### config.mk
export PLATFORM = sky130hd
export DESIGN_NAME = mtc_trigger_ctl
export DESIGN_NICKNAME = d
export VERILOG_FILES = /design/src/hw/mtc_edge_det.v /design/src/hw/mtc_pace.v /design/src/hw/mtc_trigger_ctl.v
export VERILOG_INCLUDE_DIRS = /design/src /design/src/hw
export SDC_FILE = /design/constraint.sdc
export NUM_CORES = 1
export LEC_CHECK = 0
export ABC_AREA = 1
export BUFFER_PORTS_ARGS = -buffer_cell sky130_fd_sc_hd__buf_2
export CORE_ASPECT_RATIO = 0.7
export CORE_UTILIZATION = 65
export CTS_CLUSTER_SIZE = 14
export DETAILED_ROUTE_END_ITERATION = 10
export PLACE_DENSITY = 0.93
export REMOVE_ABC_BUFFERS = 1
export SKIP_LAST_GASP = 1
export SLEW_MARGIN = 20
export SYNTH_ARGS = -nofsm -noshare
export SYNTH_HDL_FRONTEND = slang
export SYNTH_SLANG_ARGS = --single-unit
### constraint.sdc
create_clock -name ref_clk -period 4.45 [get_ports ref_clk]
set_clock_uncertainty 0.1 [all_clocks]
set_input_delay 0.445 -clock ref_clk [delete_from_list [all_inputs] [get_ports ref_clk]]
set_output_delay 0.445 -clock ref_clk [all_outputs]
set_load 0.03 [all_outputs]
### src/hw/mtc_map.vh
/*
 * constants for the measurement trigger controller: register offsets,
 * field positions, reset values and timing counts.
 * assumes a 100 MHz module clock and a plain address/strobe register port.
 */
`ifndef MTC_MAP_VH
`define MTC_MAP_VH

// ****************************************
// register offsets (byte addresses)
// ****************************************
`define MTC_ADDR_CMD      8'h00
`define MTC_ADDR_SRC      8'h04
`define MTC_ADDR_TRGCNT   8'h08
`define MTC_ADDR_SMPCNT   8'h0c
`define MTC_ADDR_DELAY    8'h10
`define MTC_ADDR_STATE    8'h14
`define MTC_ADDR_IRQ_STAT 8'h18
`define MTC_ADDR_IRQ_MASK 8'h1c
`define MTC_ADDR_SRC_NAME 8'h20

// ****************************************
// command register bits (write-only pulses)
// ****************************************
`define MTC_CMD_INIT  0
`define MTC_CMD_READ  1
`define MTC_CMD_MEAS  2
`define MTC_CMD_CONF  3
`define MTC_CMD_TRG   4
`define MTC_CMD_GET   5
`define MTC_CMD_ABORT 6

// ****************************************
// trigger source codes
// ****************************************
`define MTC_SRC_IMM  4'h0
`define MTC_SRC_BUS  4'h1
`define MTC_SRC_EXT  4'h2
`define MTC_SRC_LINE 4'h8

// ****************************************
// status / interrupt bit positions
// ****************************************
`define MTC_IRQ_CONFLICT 0
`define MTC_IRQ_TRIGGER  1
`define MTC_IRQ_DONE     2
`define MTC_IRQ_REFUSED  3

// ****************************************
// reset values and limits
// ****************************************
`define MTC_TRGCNT_RST 16'h0001
`define MTC_TRGCNT_MAX 16'hc350
`define MTC_SMPCNT_RST 16'h0001
`define MTC_DELAY_RST  24'h000000

// ****************************************
// timing
// ****************************************
`define MTC_CLK_MHZ     100
`define MTC_SETUP_MS    20
`define MTC_SETUP_CYC   (`MTC_SETUP_MS * 1000 * `MTC_CLK_MHZ)

`endif

### src/hw/mtc_edge_det.v
/*
 * two-flop synchroniser and falling edge detector for one trigger input.
 * assumes the input may be asynchronous to ref_clk; edges wider than two
 * clock periods are seen exactly once.
 */
module mtc_edge_det (
   input wire ref_clk,
   input wire rst_n,
   input wire din,
   output wire fall
);
   reg meta_q;
   reg sync_q;
   reg last_q;

   // ****************************************
   // synchroniser and edge detection
   // ****************************************
   // idle-high lines, so reset to one
   always @(posedge ref_clk) begin
      if (!rst_n) begin
         meta_q <= 1'b1;
         sync_q <= 1'b1;
         last_q <= 1'b1;
      end else begin
         meta_q <= din;
         sync_q <= meta_q;
         last_q <= sync_q;
      end
   end

   // one pulse per falling edge
   assign fall = last_q & ~sync_q;
endmodule // mtc_edge_det

### src/hw/mtc_pace.v
/*
 * reading pacer: per accepted trigger, waits the trigger delay, then issues
 * sample-count reading strobes, each after the delay.
 * assumes start only arrives while busy is low.
 */
module mtc_pace (
   input wire ref_clk,
   input wire rst_n,
   input wire start,
   input wire abort,
   input wire [15:0] samples,
   input wire [23:0] delay,
   output reg reading,
   output wire busy
);
   reg [15:0] left_q;
   reg [23:0] wait_q;

   // ****************************************
   // delay then reading strobe, repeated
   // ****************************************
   always @(posedge ref_clk) begin
      if (!rst_n || abort) begin
         left_q <= 16'h0000;
         wait_q <= 24'h000000;
         reading <= 1'b0;
      end else begin
         reading <= 1'b0;
         if (start) begin
            left_q <= samples;
            wait_q <= delay;
         end else if (left_q != 16'h0000) begin
            if (wait_q != 24'h000000) begin
               wait_q <= wait_q - 24'h000001;
            end else begin
               reading <= 1'b1;
               left_q <= left_q - 16'h0001;
               wait_q <= delay;
            end
         end
      end
   end

   assign busy = (left_q != 16'h0000);
endmodule // mtc_pace

### src/hw/mtc_trigger_ctl.v
/*
 * measurement trigger controller: source select, idle / wait-for-trigger
 * machine, trigger, sample count and delay, register port and interrupt.
 * status bits are sticky and cleared by writing ones to them.
 * assumes a synchronous host register port with one-cycle strobes and
 * read data in the following cycle.
 */
//
// Summary of operation
// - measurements start on command, backplane line or external falling edges.
// - trigger count, samples per trigger and trigger delay are programmable.
// - two states; idle for setup, triggers accepted only in wait state.
// - read-query or cmd_a command moves idle to wait state.
// - cmd_b command always uses the immediate trigger.
// - bus mode triggers on group trigger if last listener, or addressed trigger.
// - external mode triggers on falling edge of external input.
// - immediate mode triggers as soon as the setup time after entering wait state has passed.
// - cmd_b or configure resets source to immediate.
// - backplane line mode triggers on falling edge of chosen line 0..7.
// - source change in wait state is refused and flags settings conflict.
// - source query returns short name string of present source.
// - trigger count 1..50000; return to idle after that many; cmds set 1.
// - triggers ignored for 20 ms after entering wait state.
// - addressed trigger refused unless in wait state.
//
`include "mtc_map.vh"

module mtc_trigger_ctl #(
   parameter SETUP_CYC = `MTC_SETUP_CYC
) (
   input wire ref_clk,
   input wire rst_n,
   input wire [7:0] addr,
   input wire [31:0] wdata,
   input wire wr,
   input wire rd,
   output reg [31:0] rdata_q,
   input wire [7:0] backplane_trigger_lines,
   input wire ext_trig_n,
   input wire last_listener,
   output reg reading_q,
   output reg waiting_q,
   output reg irq_q
);
   // ****************************************
   // states
   // ****************************************
   // one-hot state codes
   localparam ST_IDLE = 2'b01;
   localparam ST_WAIT = 2'b10;

   // machine, configuration, counters and status
   reg [1:0] state_q;
   reg [1:0] state_d;
   reg [3:0] src_q;
   reg [15:0] trgcnt_q;
   reg [15:0] smpcnt_q;
   reg [23:0] delay_q;
   reg [15:0] accepted_q;
   reg [24:0] setup_q;
   reg [3:0] stat_q;
   reg [3:0] mask_q;
   reg meas_q;
   wire [7:0] line_fall;
   wire ext_fall;
   wire pace_reading;
   wire pace_busy;
   reg trig_hit;
   reg [3:0] ev;
   wire in_wait;
   wire setup_busy;
   wire [15:0] count_limit;
   wire [15:0] pace_samples;

   // ****************************************
   // command decode helpers
   // ****************************************
   function is_cmd;
      input [7:0] a;
      input w;
      input [31:0] d;
      input integer b;
      begin
         is_cmd = w && (a == `MTC_ADDR_CMD) && d[b];
      end
   endfunction

   // source name as four ascii characters
   function [31:0] src_name;
      input [3:0] s;
      begin
         case (s)
            `MTC_SRC_IMM: src_name = 32'h494d4d20;
            `MTC_SRC_BUS: src_name = 32'h42555320;
            `MTC_SRC_EXT: src_name = 32'h45585420;
            default: src_name = {24'h54544c, 5'h06, s[2:0]};
         endcase
      end
   endfunction

   // source code for a written value; bit 3 picks a line, else bit 1 external, else bit 0 bus, else immediate
   function [3:0] src_code;
      input [3:0] d;
      begin
         if (d[3]) begin
            src_code = {1'b1, d[2:0]};
         end else if (d[1]) begin
            src_code = `MTC_SRC_EXT;
         end else if (d[0]) begin
            src_code = `MTC_SRC_BUS;
         end else begin
            src_code = `MTC_SRC_IMM;
         end
      end
   endfunction

   // one-cycle command strobes from the command register
   wire c_init = is_cmd(addr, wr, wdata, `MTC_CMD_INIT);
   wire c_read = is_cmd(addr, wr, wdata, `MTC_CMD_READ);
   wire c_meas = is_cmd(addr, wr, wdata, `MTC_CMD_MEAS);
   wire c_conf = is_cmd(addr, wr, wdata, `MTC_CMD_CONF);
   wire c_trg = is_cmd(addr, wr, wdata, `MTC_CMD_TRG);
   wire c_get = is_cmd(addr, wr, wdata, `MTC_CMD_GET);
   wire c_abort = is_cmd(addr, wr, wdata, `MTC_CMD_ABORT);
   // arming commands and the source register write
   wire arm = c_init | c_read | c_meas;
   wire src_wr = wr && (addr == `MTC_ADDR_SRC);

   // shorthands shared by the machine, the pacer and the status logic
   assign in_wait = (state_q == ST_WAIT);
   assign setup_busy = (setup_q != 25'd0);
   // a cmd_b run takes one trigger and one reading
   assign count_limit = meas_q ? 16'h0001 : trgcnt_q;
   assign pace_samples = meas_q ? 16'h0001 : smpcnt_q;

   // ****************************************
   // input synchronisers
   // ****************************************
   // one synchroniser and edge detector per backplane line
   genvar gi;
   generate
      for (gi = 0; gi < 8; gi = gi + 1) begin : g_line
         mtc_edge_det u_line (
            .ref_clk(ref_clk),
            .rst_n(rst_n),
            .din(backplane_trigger_lines[gi]),
            .fall(line_fall[gi])
         );
      end
   endgenerate

   // external input, idle high
   mtc_edge_det u_ext (
      .ref_clk(ref_clk),
      .rst_n(rst_n),
      .din(ext_trig_n),
      .fall(ext_fall)
   );

   // ****************************************
   // trigger qualification
   // ****************************************
   // cmd_b forces immediate regardless of source
   always @* begin
      trig_hit = 1'b0;
      if (in_wait && !setup_busy && !pace_busy) begin
         if (meas_q) begin
            trig_hit = 1'b1;
         end else begin
            case (src_q)
               `MTC_SRC_IMM: trig_hit = 1'b1;
               `MTC_SRC_BUS: trig_hit = c_trg | (c_get & last_listener);
               `MTC_SRC_EXT: trig_hit = ext_fall;
               default: trig_hit = line_fall[src_q[2:0]];
            endcase
         end
      end
   end

   // ****************************************
   // state machine
   // ****************************************
   // idle to wait on arming, back on abort or on the last trigger
   always @* begin
      state_d = state_q;
      case (state_q)
         ST_IDLE: begin
            if (arm) begin
               state_d = ST_WAIT;
            end
         end
         ST_WAIT: begin
            if (c_abort) begin
               state_d = ST_IDLE;
            end else if (trig_hit && (accepted_q + 16'h0001 >= count_limit)) begin
               state_d = ST_IDLE;
            end
         end
         default: state_d = ST_IDLE;
      endcase
   end

   // ****************************************
   // state, counters and setup timer
   // ****************************************
   // arming clears the count and starts the blind time
   always @(posedge ref_clk) begin
      if (!rst_n) begin
         state_q <= ST_IDLE;
         accepted_q <= 16'h0000;
         setup_q <= 25'd0;
         meas_q <= 1'b0;
      end else begin
         state_q <= state_d;
         if (state_q == ST_IDLE && arm) begin
            accepted_q <= 16'h0000;
            setup_q <= SETUP_CYC[24:0];
            meas_q <= c_meas;
         end else begin
            if (setup_busy) begin
               setup_q <= setup_q - 25'd1;
            end
            if (trig_hit) begin
               accepted_q <= accepted_q + 16'h0001;
            end
         end
      end
   end

   // ****************************************
   // configuration registers
   // ****************************************
   // settings only change in idle
   always @(posedge ref_clk) begin
      if (!rst_n) begin
         src_q <= `MTC_SRC_IMM;
         trgcnt_q <= `MTC_TRGCNT_RST;
         smpcnt_q <= `MTC_SMPCNT_RST;
         delay_q <= `MTC_DELAY_RST;
      end else if ((c_meas | c_conf) && state_q == ST_IDLE) begin
         src_q <= `MTC_SRC_IMM;
         trgcnt_q <= `MTC_TRGCNT_RST;
      end else if (state_q == ST_IDLE && wr) begin
         if (addr == `MTC_ADDR_SRC) begin
            src_q <= src_code(wdata[3:0]);
         end
         if (addr == `MTC_ADDR_TRGCNT) begin
            if (wdata[15:0] == 16'h0000) begin
               trgcnt_q <= 16'h0001;
            end else if (wdata[31:16] != 16'h0000) begin
               trgcnt_q <= `MTC_TRGCNT_MAX; // upper bits set: over the limit
            end else if (wdata[15:0] > `MTC_TRGCNT_MAX) begin
               trgcnt_q <= `MTC_TRGCNT_MAX;
            end else begin
               trgcnt_q <= wdata[15:0];
            end
         end
         if (addr == `MTC_ADDR_SMPCNT) begin
            smpcnt_q <= (wdata[15:0] == 16'h0000) ? 16'h0001 : wdata[15:0];
         end
         if (addr == `MTC_ADDR_DELAY) begin
            delay_q <= wdata[23:0];
         end
      end
   end

   // ****************************************
   // reading pacer
   // ****************************************
   // delay and reading strobes per accepted trigger
   mtc_pace u_pace (
      .ref_clk(ref_clk),
      .rst_n(rst_n),
      .start(trig_hit),
      .abort(c_abort),
      .samples(pace_samples),
      .delay(delay_q),
      .reading(pace_reading),
      .busy(pace_busy)
   );

   // ****************************************
   // interrupt status, mask and output
   // ****************************************
   // set wins over write-one-to-clear
   always @* begin
      ev = 4'h0;
      ev[`MTC_IRQ_CONFLICT] = src_wr && in_wait;
      ev[`MTC_IRQ_TRIGGER] = trig_hit;
      ev[`MTC_IRQ_DONE] = in_wait && state_d == ST_IDLE;
      ev[`MTC_IRQ_REFUSED] = c_trg && !in_wait;
   end

   // sticky status, mask and registered interrupt level
   always @(posedge ref_clk) begin
      if (!rst_n) begin
         stat_q <= 4'h0;
         mask_q <= 4'h0;
         irq_q <= 1'b0;
      end else begin
         if (wr && addr == `MTC_ADDR_IRQ_STAT) begin
            stat_q <= (stat_q & ~wdata[3:0]) | ev;
         end else begin
            stat_q <= stat_q | ev;
         end
         if (wr && addr == `MTC_ADDR_IRQ_MASK) begin
            mask_q <= wdata[3:0];
         end
         irq_q <= |(stat_q & mask_q);
      end
   end

   // ****************************************
   // outputs and read port
   // ****************************************
   // read data stand only in the cycle after the strobe
   always @(posedge ref_clk) begin
      if (!rst_n) begin
         rdata_q <= 32'h00000000;
         reading_q <= 1'b0;
         waiting_q <= 1'b0;
      end else begin
         reading_q <= pace_reading;
         waiting_q <= (state_d == ST_WAIT);
         rdata_q <= 32'h00000000;
         if (rd) begin
            case (addr)
               `MTC_ADDR_SRC: rdata_q <= {28'h0000000, src_q};
               `MTC_ADDR_TRGCNT: rdata_q <= {16'h0000, trgcnt_q};
               `MTC_ADDR_SMPCNT: rdata_q <= {16'h0000, smpcnt_q};
               `MTC_ADDR_DELAY: rdata_q <= {8'h00, delay_q};
               `MTC_ADDR_STATE: rdata_q <= {accepted_q, 13'h0000, setup_q != 25'd0,
                     pace_busy, state_q == ST_WAIT};
               `MTC_ADDR_IRQ_STAT: rdata_q <= {28'h0000000, stat_q};
               `MTC_ADDR_IRQ_MASK: rdata_q <= {28'h0000000, mask_q};
               `MTC_ADDR_SRC_NAME: rdata_q <= src_name(src_q);
               default: rdata_q <= 32'h00000000;
            endcase
         end
      end
   end
endmodule // mtc_trigger_ctl

; ---- Word-level counts from Yosys, hierarchy flattened
; Index checks and enable logic that the tools add are counted.
[classes]
addsub = 4
mul = 0
div = 0
n_lt_le_gt_ge = 3
n_eq_ne = 15
n_shift = 0
muxes = 30
bitwise = 31
reduce_logical = 44
[op_table]
columns = cell, n
row1 = $pmux W32 S8, 1
row2 = $mux W16, 9
row3 = $pmux W29 S3, 1
row4 = $mux W24, 3
row5 = $mux W21, 2
row6 = $eq A8 B5 Y1 const B, 4
row7 = $reduce_bool A16 Y1, 2
row8 = $reduce_bool A25 Y1, 1
row9 = $sub A25 B1 Y25 const B, 1
row10 = $reduce_bool A24 Y1, 1
row11 = $sub A24 B1 Y24 const B, 1
row12 = $logic_and A1 B1 Y1, 20
row13 = $add A16 B1 Y16 const B, 1
row14 = $eq A8 B4 Y1 const B, 2
row15 = $ge A16 B16 Y1, 1
row16 = $gt A16 B16 Y1 const B, 1
row17 = $logic_not A16 Y1, 1
row18 = $sub A16 B1 Y16 const B, 1
row19 = $not A1 Y1, 12
row20 = $and A1 B1 Y1, 10
row21 = $and A4 B4 Y4, 2
row22 = $eq A8 B3 Y1 const B, 1
row23 = $eq A8 B6 Y1 const B, 1
row24 = $logic_not A8 Y1, 1
row25 = 24 further kinds, 47
[totals]
register_bits = 215
latch_bits = 0
ramBits = 0
rom_bits = 0
out_inout_bits = 35
mem_count = 0

; ---- Logic depth before layout (Yosys ltp)
[depth]
ltp_word = 16
ltp_mapped = 22
depth_no_buf = 22

; ---- Cells and area by module
; Synthesis repeated with hierarchy kept, for this count alone.
[unflattened]
cells_unflattened = 1640
area_unflattened_um2 = 11121.9
[by_module_without_submodules]
columns = module, n_inst, cells_each, area_each_um2
row1 = mtc_trigger_ctl, 1, 1018, 7273.2
row2 = mtc_pace, 1, 523, 3037.9
row3 = mtc_edge_det, 9, 11, 90.1

; ---- Worst setup path after synthesis
; Ideal clock, no wire load.
[synth_path]
kind = register -> register
startpoint = register accepted_q[0]
endpoint = register stat_q[2]
setup_ps = 70
arrival_time_ps = 2687
required_time_ps = 4280
slack_ps = 1593
path_stages_with_launch = 21
cell_sequence = dfxtp_1 nand3_1 nor3_2 nand3_1 nor3_2 nand3_1 nor2_1 nand2_1 xor2_1 inv_1 ha_1 nand2_1 nor3_1 nand3_1 nand3_1 nand4_1 nand2_1 nand2_1 nand2_1 nand2_1 a21oi_1
[synth_between]
elab_chain_len = 10
[synth_rtl]
columns = element, line
row1 = from (decl), mtc_trigger_ctl.v:59  ; reg [15:0] accepted_q;
row2 = from (signal assigned), mtc_trigger_ctl.v:224  ; accepted_q <= accepted_q + 16'h0001;
row3 = $add A16 B1 Y16 *, mtc_trigger_ctl.v:195  ; end else if (trig_hit && (accepted_q + 16'h0001 >= count_limit)) begin
row4 = $ge A16 B16 Y1 *, mtc_trigger_ctl.v:195
row5 = $logic_and A1 B1 Y1 *, mtc_trigger_ctl.v:195
row6 = $mux W2 *, mtc_trigger_ctl.v:195
row7 = $mux W2 *, mtc_trigger_ctl.v:193  ; if (c_abort) begin
row8 = $pmux W2 S2 *, mtc_trigger_ctl.v:186  ; case (state_q)
row9 = $eq A2 B1 Y1 *, mtc_trigger_ctl.v:290  ; ev[`MTC_IRQ_DONE] = in_wait && state_d == ST_IDLE;
row10 = $logic_and A1 B1 Y1 *, mtc_trigger_ctl.v:290
row11 = "$or A4 B4 Y4, on equally long branches", "mtc_trigger_ctl.v:304, mtc_trigger_ctl.v:302"
row12 = $mux W4 *, mtc_trigger_ctl.v:301  ; if (wr && addr == `MTC_ADDR_IRQ_STAT) begin
row13 = to (signal assigned), mtc_trigger_ctl.v:302  ; stat_q <= (stat_q & ~wdata[3:0]) | ev;
row14 = to (signal assigned), mtc_trigger_ctl.v:304  ; stat_q <= stat_q | ev;
row15 = to (decl), mtc_trigger_ctl.v:61  ; reg [3:0] stat_q;
; Mark *: on every way between the ends. The rest lies on a longest branch, timed or not.
; A chain may end at the register's enable or synchronous reset.

; ---- Worst setup path in the final report
; Ends and elaborated chain as after synthesis.

==> results.md <==
- Clock period minus worst slack: 3.40 ns
- Drc violations: 0
- # H-tree levels: 1
- Overall via count from detail_route: 11200
- Wire length after detailed routing: 33000 µm
- DRC marker count from the first detailed-route iteration: 1549
- Pin count of the biggest net entering global routing: 49
- Number of cells traversed by the worst register-to-register path: 19
- Share of post-route cells with drive strength above 1: 13.5%
- Cells on Worst Hold Path: 2
- Layout overhead on the synthesized area: 10.6%
- Data required time at the worst endpoint: 4.79 ns
- Count of yosys warnings during synthesis: 0
- Number of I/O port buffers: 88
- Critical-path maximum fanout: 6
- Average wire per standard cell: 17.8 µm
- Buffer cell driving the clock tree root: sky130_fd_sc_hd__clkbuf_16
- Area taken by flip-flops and latches: 4300 µm²
- Via-to-Cell Ratio: 6.04
- Hold Buf Count CTS: 0
- Global-route wire length before repair: 51400 µm
- TritonCTS clock tree: built
- Number of storage elements in the synthesis netlist: 215
- End of the worst hold path: g_line[4].u_line.meta_q$_SDFF_PN1_
- Final RePlAce weighted congestion: 0.999
- Summed instance area of the synthesized netlist: 11000 µm²
- Worst-margin pin slew: 1.05 ns
- Global-route met2 utilization: 55.0%
- IO Count: 89
- Post-Synthesis Mean Instance Area: 7.05 µm²
- ANT nets after route: 0
- Area of the multi-input gates: 5670 µm²
- Total power of the final layout: 6.98 mW
- GRT Max-Usage Layer: met1
- Library cell occupying the most area in the post-synthesis netlist: sky130_fd_sc_hd__dfxtp_1
- Final worst-path setup slack: 1.05 ns
- Global routing usage on met3: 7.70%
- Category of the critical setup timing path: register to register
- RSZ-0062 raised after global routing: no
- Fin crit share: 76.5%
- Maximum buffer depth of the clock tree: 3
- Critical path capture point type: register
- Count of distinct cell types in the synthesized netlist: 51
- Die width: 157 µm
- Worst hold path startpoint: backplane_trigger_lines[4]
- Insertion delay to the later sink of the worst-skew pair: 0.51 ns
- R2R Path End: stat_q[2]$_SDFF_PN0_
- Count of pins over their slew limit: 0
- Antenna cells: 0
- Clk slew on worst S/H paths: 0.06 ns
- Result of the run: finished clean
- Core Rows: 39
- Initial DRT Pass Iterations: 7
- Met1 Usage GRT: 55.5%
- Final Hold Viols: 0
- Cell Count, Final, Fillers Out: 1858
- Count of endpoints failing setup in the final report: 0
- Critical path arrival: 3.74 ns
- Floorplan die height: 111 µm
- Total global routing track utilization: 37.7%
- Fmax achieved: 294 MHz
- Area of the core region: 16400 µm²
- Setup WS pre-CTS: 1.16 ns
- Crit path launch type: register
- Vias in the first global route: 9927
- Num CTS Buffers: 21
- Max rail drop VDD: 0.000479 V
- Setup fix buffers added after clock tree synthesis: 0
- Area contributors post-synth: sky130_fd_sc_hd__dfxtp_1 (39%), sky130_fd_sc_hd__nand2_1 (11%), sky130_fd_sc_hd__a21oi_1 (7.5%), sky130_fd_sc_hd__o21ai_0 (6.1%), sky130_fd_sc_hd__inv_1 (5.8%)
- Initial Utilization: 66.9%
- Ratio of total power to cell area: 575 nW/µm²
- Worst reg2reg startpoint: accepted_q[0]$_SDFFE_PP0P_
- Yosys top cell area share: 39.3%
- R2R Setup Slk: 1.05 ns
- Number of clock sinks: 215
- Most common flop cell mapped by yosys: sky130_fd_sc_hd__dfxtp_1
- Synthesized instance count: 1556
- Total Negative Setup Slacks: 0 ns
- Number of maximum-capacitance violations: 0
- Die ar.: 17400 µm²
- Dpl hpwl: 23700 µm
- Sequential fraction of the synthesis area: 39.3%
- GRT overflow: 0
- Number of nets in the final layout: 1698
- Count of flip-flops with a built-in enable after synthesis: 0
- Leakage power figure: 5.05 nW
- Antenna violations before repair: 0
- Headroom to the max-slew limit: 29.9%
- PostCTS Resize Cnt: 0
- Async S/R FF share, synth: 0%
- Hold/Removal Path Class: input pin to register
- Count of placed standard cells including taps: 1823
- Fill cell total of the finished layout: 1312
final cells by class:
type | count | share of cell area, %
repair buffers | 99 | 4.31
well taps | 225 | 2.32
inverters | 185 | 5.73
clock inverters | 8 | 0.557
clock buffers | 27 | 4.85
multi-input cells | 1099 | 46.7
flip-flops and latches | 215 | 35.5
registers in the layout, summed over array words and instances (netlist names), 4 cells and up:
name	flops
u_pace.wait_q	24
accepted_q	16
stat_q	4
src_q	4
setup_q	25
rdata_q	32
g_line.u_line.meta_q	8
u_pace.left_q	16
g_line.u_line.sync_q	8
smpcnt_q	16
delay_q	24
mask_q	4
trgcnt_q	16
g_line.u_line.last_q	8
worst max-delay path, cell delays in order, from the launching register on:
cell	delay (ns)
sky130_fd_sc_hd__dfxtp_1	0.42
sky130_fd_sc_hd__ha_1	0.22
sky130_fd_sc_hd__nand3_1	0.12
sky130_fd_sc_hd__nor2_1	0.15
sky130_fd_sc_hd__nand4_1	0.14
sky130_fd_sc_hd__nor2_1	0.15
sky130_fd_sc_hd__nand4_1	0.16
sky130_fd_sc_hd__o21ai_0	0.27
sky130_fd_sc_hd__nand2_1	0.11
sky130_fd_sc_hd__ha_1	0.29
sky130_fd_sc_hd__nand2_1	0.07
sky130_fd_sc_hd__nor3_1	0.27
sky130_fd_sc_hd__nand3_1	0.12
sky130_fd_sc_hd__nand3_1	0.16
sky130_fd_sc_hd__nand4_1	0.16
sky130_fd_sc_hd__nand2_1	0.10
sky130_fd_sc_hd__nand2_1	0.05
sky130_fd_sc_hd__nand2_1	0.09
sky130_fd_sc_hd__nand2_1	0.07
sky130_fd_sc_hd__a21oi_1	0.11
report_power, final:
group | leakage, nW | switching (mW) | internal [mW] | total (mW)
Clock | 0.328 | 0.765 | 0.987 | 1.75
Sequential | 1.74 | 0.160 | 2.09 | 2.25
Combinational | 2.98 | 2.00 | 0.967 | 2.97
cells in the final DEF, fill, tap and decap left out, types with 26 or more instances in the layout:
cell type                 synthesis  final
sky130_fd_sc_hd__nand2_1        316    316
sky130_fd_sc_hd__dfxtp_1        215    215
sky130_fd_sc_hd__inv_1          168    168
sky130_fd_sc_hd__a21oi_1        165    165
sky130_fd_sc_hd__nor2_1         149    149
sky130_fd_sc_hd__o21ai_0        134    134
sky130_fd_sc_hd__buf_2           18     88
sky130_fd_sc_hd__nand3_1         69     69
sky130_fd_sc_hd__xor2_1          30     30
sky130_fd_sc_hd__nand4_1         26     26
layer usage:
metal	vias to the layer above	wire [µm]
li1	5251	-
met1	5105	13700
met2	762	13700
met3	103	4580
met4	0	1030
met5	-	0
synthesized netlist by cell type, types with 23 or more instances:
cell type and count:
sky130_fd_sc_hd__nand2_1 316, sky130_fd_sc_hd__dfxtp_1 215, sky130_fd_sc_hd__inv_1 168, sky130_fd_sc_hd__a21oi_1 165
sky130_fd_sc_hd__nor2_1 149, sky130_fd_sc_hd__o21ai_0 134, sky130_fd_sc_hd__nand3_1 69, sky130_fd_sc_hd__xor2_1 30
sky130_fd_sc_hd__nand4_1 26, sky130_fd_sc_hd__clkbuf_1 25, sky130_fd_sc_hd__or2_2 24, sky130_fd_sc_hd__ha_1 23
cells by family (layout without fill, tap and decap cells):
family                     Yosys count  count (layout)  share of synthesized area, %
xor gates and xnor gates            38              38                          3.04
AOI/OAI and AO/OA                  376             376                          18.4
and+or+nand+nor                    662             662                          27.6
buffers and inverters              242             319                          9.07
DFF                                215             215                          39.3
adders and majority gates           23              23                          2.62
metrics by stage:
step / area (µm²) / hold WS [ns] / utilization, %
5_1_grt: 12100 / 0.0252 / 74.0
2_1_floorplan: 10700 / 0.290 / -
3_5_place_dp: 11500 / 0.298 / 70.0
3_3_place_gp: 11500 / 0.294 / 70.0
4_1_cts: 12100 / 0.0215 / 74.0
6_report: 12100 / 0.0227 / 74.0
how the worst max path moves through the flow:
stage	cells after the start	startpoint	slack (ns)	to
after global placement	20	accepted_q[0]$_SDFFE_PP0P_	1.29	stat_q[2]$_SDFF_PN0_
after CTS	19	accepted_q[0]$_SDFFE_PP0P_	1.15	stat_q[2]$_SDFF_PN0_
after global routing	19	accepted_q[0]$_SDFFE_PP0P_	0.69	stat_q[2]$_SDFF_PN0_
after floorplan	20	accepted_q[0]$_SDFFE_PP0P_	1.59	stat_q[2]$_SDFF_PN0_
final	19	accepted_q[0]$_SDFFE_PP0P_	1.05	stat_q[2]$_SDFF_PN0_
after detailed placement	20	accepted_q[0]$_SDFFE_PP0P_	1.16	stat_q[2]$_SDFF_PN0_
Note: power is estimated with default switching activity, not from simulation.
